$ cat src/verilog/mdc_pkg.sv
package mdc_pkg;
	localparam int unsigned ADDR_W = 7;
	localparam int unsigned DATA_W = 16;

	// Register offsets as used in the frame address field.
	localparam logic [6:0] IRQ_MASK_CONTROL_ADDR      = 7'h09;
	localparam logic [6:0] SYSTEM_SCRATCH_STORE_ADDR  = 7'h0b;
	localparam logic [6:0] BRIDGE_GENERAL_CONTROL_ADDR = 7'h10;

	// Interrupt mask layout and reset values.
	localparam int unsigned MASK_W                 = 9;
	localparam int unsigned MASK_SUPPLY_BIT        = 0;
	localparam int unsigned MASK_TEMP_BIT          = 1;
	localparam int unsigned MASK_BRIDGE_BIT        = 4;
	localparam int unsigned MASK_SPI_CRC_BIT       = 5;
	localparam int unsigned MASK_WD_DEV_BIT        = 6;
	localparam int unsigned MASK_WD_DEV_DIS_BIT    = 7;
	localparam int unsigned MASK_CYCLIC_BIT        = 8;
	localparam logic [15:0] IRQ_MASK_RESET         = 16'h0140;
	localparam logic [15:0] IRQ_MASK_RESTART_KEEP  = 16'h01ff;

	// Scratch register reset value.
	localparam logic [15:0] SCRATCH_RESET = 16'h0000;

	// Bridge general control layout and reset values.
	localparam int unsigned GEN_FREQ_BIT     = 15;
	localparam int unsigned GEN_RES_HI_BIT   = 14;
	localparam int unsigned GEN_RES_LO_BIT   = 13;
	localparam int unsigned GEN_THRESH_BIT   = 12;
	localparam int unsigned GEN_GATE_BIT     = 11;
	localparam int unsigned GEN_STAGE_BIT    = 10;
	localparam int unsigned GEN_RECOVER_BIT  = 9;
	localparam int unsigned GEN_ADAPT_BIT    = 8;
	localparam logic [15:0] GEN_RESET        = 16'h0801;
	localparam logic [15:0] GEN_WRITE_MASK   = 16'h9fff;

	// Interrupt pulse timing at a 20 MHz clock.
	localparam int unsigned CLK_PERIOD_NS    = 50;
	localparam int unsigned IRQ_PULSE_NS     = 1000;
	localparam int unsigned IRQ_PULSE_CYCLES =
		(IRQ_PULSE_NS + CLK_PERIOD_NS - 1) / CLK_PERIOD_NS;
	localparam int unsigned IRQ_CNT_W        = 5;
	localparam logic [4:0]  IRQ_PULSE_LOAD   = 5'(IRQ_PULSE_CYCLES);
endpackage : mdc_pkg
$ cat src/verilog/mdc_ctrl_regs.sv
`timescale 1ns/1ns
`default_nettype none
module mdc_ctrl_regs (
	input  wire logic        clk,
	input  wire logic        rst,
	input  wire logic        restart,
	input  wire logic        normal_mode,
	input  wire logic        frame_valid,
	input  wire logic        frame_crc_ok,
	input  wire logic        frame_write,
	input  wire logic [6:0]  frame_addr,
	input  wire logic [15:0] frame_wdata,
	output var  logic [15:0] frame_rdata,
	input  wire logic        supply_stat_set,
	input  wire logic        temp_stat_set,
	input  wire logic        bridge_stat_set,
	input  wire logic        spi_crc_fail_set,
	input  wire logic        wd_dev_fail_set,
	output var  logic        irq_out_low,
	output var  logic        irq_cyclic_en,
	output var  logic        wd_dev_disable,
	output var  logic        bridge_sync_freq_sel,
	output var  logic        pump_undervolt_thresh_sel,
	output var  logic        gate_level_sel,
	output var  logic        pump_stage_auto_switch,
	output var  logic        overvolt_recover_en,
	output var  logic        precharge_adapt_step,
	output var  logic [7:0]  bridge_ctrl_low
);
	logic [15:0] mask_q;
	logic [15:0] mask_d;
	logic [15:0] scratch_q;
	logic [15:0] scratch_d;
	logic [15:0] gen_q;
	logic [15:0] gen_d;
	logic [15:0] rdata_q;
	logic [15:0] rdata_d;

	wire frame_ok    = frame_valid && frame_crc_ok;
	wire wr_ok       = frame_ok && frame_write;
	wire hit_mask    = frame_addr == mdc_pkg::IRQ_MASK_CONTROL_ADDR;
	wire hit_scratch = frame_addr == mdc_pkg::SYSTEM_SCRATCH_STORE_ADDR;
	wire hit_gen     = frame_addr == mdc_pkg::BRIDGE_GENERAL_CONTROL_ADDR;
	wire wr_mask     = wr_ok && hit_mask;
	// Outside normal mode the scratch store is sealed both ways.
	wire wr_scratch  = wr_ok && hit_scratch && normal_mode;
	wire wr_gen      = wr_ok && hit_gen;

	// Bits 15 to 9 of the mask never hold a one.
	assign mask_d = wr_mask ? (frame_wdata & mdc_pkg::IRQ_MASK_RESTART_KEEP) :
		restart ? (mask_q & mdc_pkg::IRQ_MASK_RESTART_KEEP) : mask_q;

	// Restart and fail-safe are deliberately not inputs of this path.
	assign scratch_d = wr_scratch ? frame_wdata : scratch_q;

	// Reserved bits are stripped at the write, so they read back as zero.
	assign gen_d = wr_gen ? (frame_wdata & mdc_pkg::GEN_WRITE_MASK) : gen_q;

	assign rdata_d = !frame_ok ? rdata_q :
		hit_mask ? mask_q :
		(hit_scratch && normal_mode) ? scratch_q :
		hit_gen ? gen_q : 16'h0000;

	always_ff @(posedge clk) begin
		if (rst) begin
			mask_q    <= mdc_pkg::IRQ_MASK_RESET;
			scratch_q <= mdc_pkg::SCRATCH_RESET;
			gen_q     <= mdc_pkg::GEN_RESET;
			rdata_q   <= 16'h0000;
		end else begin
			mask_q    <= mask_d;
			scratch_q <= scratch_d;
			gen_q     <= gen_d;
			rdata_q   <= rdata_d;
		end
	end

	assign frame_rdata = rdata_q;

	// The status flags are set pulses; whether the flag was already set does not matter.
	wire irq_event =
		(temp_stat_set    && mask_q[mdc_pkg::MASK_TEMP_BIT])   ||
		(supply_stat_set  && mask_q[mdc_pkg::MASK_SUPPLY_BIT]) ||
		(bridge_stat_set  && mask_q[mdc_pkg::MASK_BRIDGE_BIT]) ||
		(spi_crc_fail_set && mask_q[mdc_pkg::MASK_SPI_CRC_BIT]) ||
		(wd_dev_fail_set  && mask_q[mdc_pkg::MASK_WD_DEV_BIT]);

	mdc_irq_pulse u_irq_pulse (
		.clk         (clk),
		.rst         (rst),
		.event_in    (irq_event),
		.irq_out_low (irq_out_low)
	);

	assign irq_cyclic_en             = mask_q[mdc_pkg::MASK_CYCLIC_BIT];
	assign wd_dev_disable            = mask_q[mdc_pkg::MASK_WD_DEV_DIS_BIT];
	assign bridge_sync_freq_sel      = gen_q[mdc_pkg::GEN_FREQ_BIT];
	assign pump_undervolt_thresh_sel = gen_q[mdc_pkg::GEN_THRESH_BIT];
	assign gate_level_sel            = gen_q[mdc_pkg::GEN_GATE_BIT];
	assign pump_stage_auto_switch    = gen_q[mdc_pkg::GEN_STAGE_BIT];
	assign overvolt_recover_en       = gen_q[mdc_pkg::GEN_RECOVER_BIT];
	assign precharge_adapt_step      = gen_q[mdc_pkg::GEN_ADAPT_BIT];
	assign bridge_ctrl_low           = gen_q[7:0];

	wire others_quiet = !bridge_stat_set && !spi_crc_fail_set && !wd_dev_fail_set;
endmodule : mdc_ctrl_regs
`default_nettype wire

$ cat src/verilog/mdc_irq_pulse.sv
`timescale 1ns/1ns
`default_nettype none
module mdc_irq_pulse (
	input  wire logic clk,
	input  wire logic rst,
	input  wire logic event_in,
	output var  logic irq_out_low
);
	logic [mdc_pkg::IRQ_CNT_W-1:0] cnt_q;
	logic [mdc_pkg::IRQ_CNT_W-1:0] cnt_d;
	logic                          irq_low_q;

	// A new event restarts the pulse, so back-to-back events are never merged into nothing.
	assign cnt_d = event_in ? mdc_pkg::IRQ_PULSE_LOAD :
		(cnt_q != '0) ? cnt_q - 5'h01 : cnt_q;

	always_ff @(posedge clk) begin
		if (rst) begin
			cnt_q     <= '0;
			irq_low_q <= 1'b1;
		end else begin
			cnt_q     <= cnt_d;
			irq_low_q <= (cnt_d == '0);
		end
	end

	assign irq_out_low = irq_low_q;
endmodule : mdc_irq_pulse
`default_nettype wire

$ cat config.mk
export PLATFORM = sky130hd
export DESIGN_NAME = mdc_ctrl_regs
export DESIGN_NICKNAME = d
export VERILOG_FILES = /design/src/verilog/mdc_pkg.sv /design/src/verilog/mdc_ctrl_regs.sv /design/src/verilog/mdc_irq_pulse.sv
export SDC_FILE = /design/constraint.sdc
export NUM_CORES = 1
export LEC_CHECK = 0
export ABC_AREA = 1
export BUFFER_PORTS_ARGS = -buffer_cell sky130_fd_sc_hd__buf_2
export CORE_MARGIN = 8
export CORE_UTILIZATION = 39
export CTS_CLUSTER_SIZE = 8
export DETAILED_ROUTE_END_ITERATION = 10
export GPL_TIMING_DRIVEN = 1
export PLACE_DENSITY = 0.72
export SYNTH_ARGS = -nofsm -noshare
export SYNTH_HDL_FRONTEND = slang
export SYNTH_SLANG_ARGS = --single-unit
$ cat constraint.sdc
create_clock -name clk -period 1.3 [get_ports clk]
set_clock_uncertainty 0.2 [all_clocks]
set_input_delay 0.26 -clock clk [delete_from_list [all_inputs] [get_ports clk]]
set_output_delay 0.26 -clock clk [all_outputs]
set_load 0.03 [all_outputs]
==> out/summary.json <==
{
  "power_density": {"value": 1020, "unit": "nW/um^2"},
  "post_synth_instance_area": {"value": 2760, "unit": "sq um"},
  "total_placed_instance_area": {"value": 3390, "unit": "sq um"},
  "final_area": {"value": 4080, "unit": "sq um"},
  "yosys_register_bits": {"value": 61},
  "core.rowCount": {"value": 30},
  "antenna_left": {"value": 0},
  "die_height": {"value": 100, "unit": "um"},
  "synth_fp_nets": {"value": 417},
  "crit_path_cell_trace": {"value": "inv_2 -> ha_4 -> xor2_1 -> nand2_1 -> nand4_1 -> o21ai_1"},
  "timing_max_transition_violations_final": {"value": 0},
  "cp_max_fo": {"value": 5},
  "globalRouteMet3Util": {"value": 4.01, "unit": "%"},
  "timing.critical_path.slowest_stage_cell": {"value": "sky130_fd_sc_hd__dfxtp_2"},
  "timing.hold.worst_path_depth": {"value": 3},
  "grt_first_pass_wirelength": {"value": 12.9, "unit": "mm"},
  "power.static_leakage": {"value": 1.81, "unit": "nW"},
  "finalCritPeriodShare": {"value": 103, "unit": "%"},
  "total_clock_buffers_created_by_cts": {"value": 9},
  "track_usage": {"value": 16.1, "unit": "%"},
  "cp_slowest_stage_delay": {"value": 0.35, "unit": "ns"},
  "rsz0062_at_grt": {"value": "true"},
  "filler_cell_count": {"value": 614},
  "critPathKind": {"value": "reg2reg"},
  "vias_per_cell": {"value": 4.75},
  "netlist_instances": {"value": 381},
  "worst-path-buf-inv": {"value": 1},
  "clock_tree_from_tritoncts": {"value": "yes"},
  "most_common_library_cell_in_the_layout_ignoring_fill_and_taps": {"value": "sky130_fd_sc_hd__nand2_1"},
  "h_tree_lvl_count": {"value": 3},
  "utilization": {"value": 59.7, "unit": "%"},
  "clock_transition_at_path_regs": {"value": 0.07, "unit": "ns"},
  "number_of_antenna_violations_at_the_first_check_in_global_routing": {"value": 0},
  "min_period": {"value": 1.34, "unit": "ns"},
  "worst_case_hold_slack": {"value": 0.0185, "unit": "ns"},
  "placed_cells_incl_taps": {"value": 555},
  "globalRouteMet1Util": {"value": 19.8, "unit": "%"},
  "pin_count_of_the_biggest_net_entering_global_routing": {"value": 27},
  "floorplan.core_area": {"value": 6830, "unit": "sq um"},
  "path_depth": {"value": 6},
  "areaGrowthSynthToFinish": {"value": 47.8, "unit": "%"},
  "holdCritPathClass": {"value": "in2reg"},
  "rrSetupSlack": {"value": -0.04, "unit": "ns"},
  "floorplan.die.width": {"value": 100, "unit": "um"},
  "antenna_diode_count": {"value": 0},
  "cts.root.buffer_cell": {"value": "sky130_fd_sc_hd__clkbuf_8"},
  "cap_violations": {"value": 0},
  "drt_pass1_iterations": {"value": 4},
  "holdPathEnd": {"value": "scratch_q[14]$_SDFFE_PP0P_"},
  "synth_cell_type_count": {"value": 25},
  "boundaryPins": {"value": 68},
  "syn-mean-instance-area": {"value": 7.25, "unit": "sq um"},
  "crit_arrival": {"value": 1.42, "unit": "ns"},
  "fmax": {"value": 0.745, "unit": "GHz"},
  "total_clock_sinks": {"value": 61},
  "grt_overflow_total": {"value": 0},
  "slew_headroom": {"value": 81.2, "unit": "%"},
  "drt_first_iter_violations": {"value": 133},
  "run_status": {"value": "finished, violations left"},
  "port_buffers": {"value": 66},
  "detail_route.drc_violations": {"value": 0},
  "drt-total-wl": {"value": 8.13, "unit": "mm"},
  "place.detailed.hpwl": {"value": 5.86, "unit": "mm"},
  "share_of_post_route_cells_with_drive_strength_above_1": {"value": 39.9, "unit": "%"},
  "crit-reg2reg-capture": {"value": "u_irq_pulse.irq_out_low$_SDFF_PP1_"},
  "vdd_drop_max": {"value": 0.487, "unit": "mV"},
  "start_util": {"value": 40.4, "unit": "%"},
  "post-route-worst-setup-slack": {"value": -0.0417, "unit": "ns"},
  "top_cells_by_area_synth": {"value": "sky130_fd_sc_hd__dfxtp_1, sky130_fd_sc_hd__nand2_1, sky130_fd_sc_hd__nor2_1, sky130_fd_sc_hd__a21oi_1, sky130_fd_sc_hd__inv_1"},
  "ys.warnings.count": {"value": 0},
  "synth_seq_area_share": {"value": 44.2, "unit": "%"},
  "worst_hold_startpoint": {"value": "frame_wdata[14]"},
  "hold_violations": {"value": 0},
  "start_kind": {"value": "register"},
  "grt_pass1_vias": {"value": 2723},
  "critical_path.endpoint_type": {"value": "register"},
  "violations": {"value": "setup timing"},
  "r2r-start": {"value": "u_irq_pulse.cnt_q[0]$_SDFF_PP0_"},
  "wire_per_inst": {"value": 13.8, "unit": "um"},
  "finalNonFillerCells": {"value": 590},
  "worstMarginPinSlew": {"value": 0.281, "unit": "ns"},
  "grt.met2_usage": {"value": 25.3, "unit": "%"},
  "post-place-ws": {"value": -0.291, "unit": "ns"},
  "layout.nets": {"value": 525},
  "detailroute.via_count": {"value": 2800},
  "setup_viol": {"value": 5},
  "layout_common_cells": {"value": "sky130_fd_sc_hd__nand2_1, sky130_fd_sc_hd__nor2_1, sky130_fd_sc_hd__inv_1"},
  "ff2ff_path_depth": {"value": 6},
  "max-clock-path-buffers": {"value": 2},
  "clock_latency": {"value": 0.34, "unit": "ns"},
  "gr-max-usage-layer": {"value": "met2"},
  "yosys.area.top_type_share": {"value": 44.2, "unit": "%"},
  "timing.critical_path.required": {"value": 1.38, "unit": "ns"},
  "gp_routability_congestion": {"value": 0.850},
  "synth_largest_area_cell": {"value": "sky130_fd_sc_hd__dfxtp_1"},
  "timing.critical_path.max_delay_family": {"value": "flip-flops"},
  "overall_die_area": {"value": 10000, "unit": "sq um"}
}
cell usage after synthesis:
| master | number |
|---|---|
| sky130_fd_sc_hd__buf_1 | 1 |
| sky130_fd_sc_hd__ha_1 | 1 |
| sky130_fd_sc_hd__a21oi_2 | 5 |
| sky130_fd_sc_hd__nand2_1 | 60 |
| sky130_fd_sc_hd__nand3_2 | 5 |
| sky130_fd_sc_hd__inv_2 | 7 |
| sky130_fd_sc_hd__inv_1 | 40 |
| sky130_fd_sc_hd__nand3_4 | 1 |
| sky130_fd_sc_hd__nor2_1 | 56 |
| sky130_fd_sc_hd__xor2_1 | 1 |
| sky130_fd_sc_hd__nand4_1 | 5 |
| sky130_fd_sc_hd__dfxtp_1 | 61 |
| sky130_fd_sc_hd__clkbuf_1 | 4 |
| sky130_fd_sc_hd__buf_4 | 3 |
| sky130_fd_sc_hd__buf_6 | 5 |
| sky130_fd_sc_hd__nor4_1 | 1 |
| sky130_fd_sc_hd__a21oi_1 | 34 |
| sky130_fd_sc_hd__o21ai_0 | 25 |
| sky130_fd_sc_hd__nand2_2 | 4 |
| sky130_fd_sc_hd__o21bai_1 | 1 |
| sky130_fd_sc_hd__nor2_4 | 2 |
| sky130_fd_sc_hd__nand3_1 | 28 |
| sky130_fd_sc_hd__nor2_8 | 1 |
| sky130_fd_sc_hd__o21ai_1 | 25 |
| sky130_fd_sc_hd__buf_2 | 5 |
where the power goes:
part           total (mW)  switching, mW  internal, mW
Clock                1.63          0.711         0.924
Sequential           1.93         0.0240          1.90
Combinational       0.591          0.317         0.274
through the flow:
step / total power, mW / setup TNS [ns]
4_1_cts: 4.11 / -0.0154
2_1_floorplan: 2.21 / -0.124
3_3_place_gp: 2.42 / -11.88
6_report: 4.15 / -0.0965
5_1_grt: 4.31 / -0.409
3_5_place_dp: 2.43 / -13.13
cells by family after synthesis:
| group | Yosys count | share of synthesized area, % |
|---|---|---|
| xor+xnor | 1 | 0.317 |
| fa+ha+maj | 1 | 0.453 |
| simple gates | 163 | 27.1 |
| flops | 61 | 44.2 |
| buf+inv | 65 | 10.8 |
| compound gates | 90 | 17.1 |
tightest hold or removal path, stage by stage:
cell	delay, ns
sky130_fd_sc_hd__buf_2	0.09
sky130_fd_sc_hd__o21ai_1	0.06
sky130_fd_sc_hd__a21oi_1	0.11
final cells by class:
type                    count  area (sq um)  share of cell area [%]
inverters                  47           186                    4.57
flip-flops and latches     61          1260                    30.9
clock inverters             5          50.0                    1.23
well taps                  96           120                    2.94
clock buffers              11           141                    3.47
multi-input cells         255          1350                    33.0
repair buffers            115           975                    23.9
per-layer routing:
layer	up-vias	part of all wire (%)
met5	-	0
met4	0	2.4
met3	14	5.9
met2	78	46
met1	1263	45
li1	1445	-
worst max path at each step:
stage	slack, ns	start	end
2_1_floorplan	-0.02	u_irq_pulse.cnt_q[0]$_SDFF_PP0_	u_irq_pulse.irq_out_low$_SDFF_PP1_
3_3_place_gp	-0.28	frame_addr[5]	frame_rdata[6]$_SDFFE_PP0P_
3_5_place_dp	-0.29	frame_addr[5]	frame_rdata[7]$_SDFFE_PP0P_
4_1_cts	-0.007	u_irq_pulse.cnt_q[0]$_SDFF_PP0_	u_irq_pulse.cnt_q[1]$_SDFF_PP0_
5_1_grt	-0.08	u_irq_pulse.cnt_q[0]$_SDFF_PP0_	u_irq_pulse.irq_out_low$_SDFF_PP1_
6_report	-0.04	u_irq_pulse.cnt_q[0]$_SDFF_PP0_	u_irq_pulse.irq_out_low$_SDFF_PP1_
flip-flops by register name (all words and copies together) (netlist names):
name,cells
gen_q,14
scratch_q,16
frame_rdata,16
u_irq_pulse.cnt_q,5
mask_q,9
u_irq_pulse.irq_out_low,1
what timing repair did:
| item | in CTS | in global routing |
|---|---|---|
| pin swaps | 3 | 7 |
| hold buffers | 10 | 0 |
| buffers inserted | 1 | 8 |
| gates resized for setup | 95 | 29 |
| hold endpoints to repair | 11 | 0 |
| cloned | 0 | 0 |
| endpoints found under the setup margin | 38 | 50 |
No activity file was read; power rests on OpenSTA's default activity.
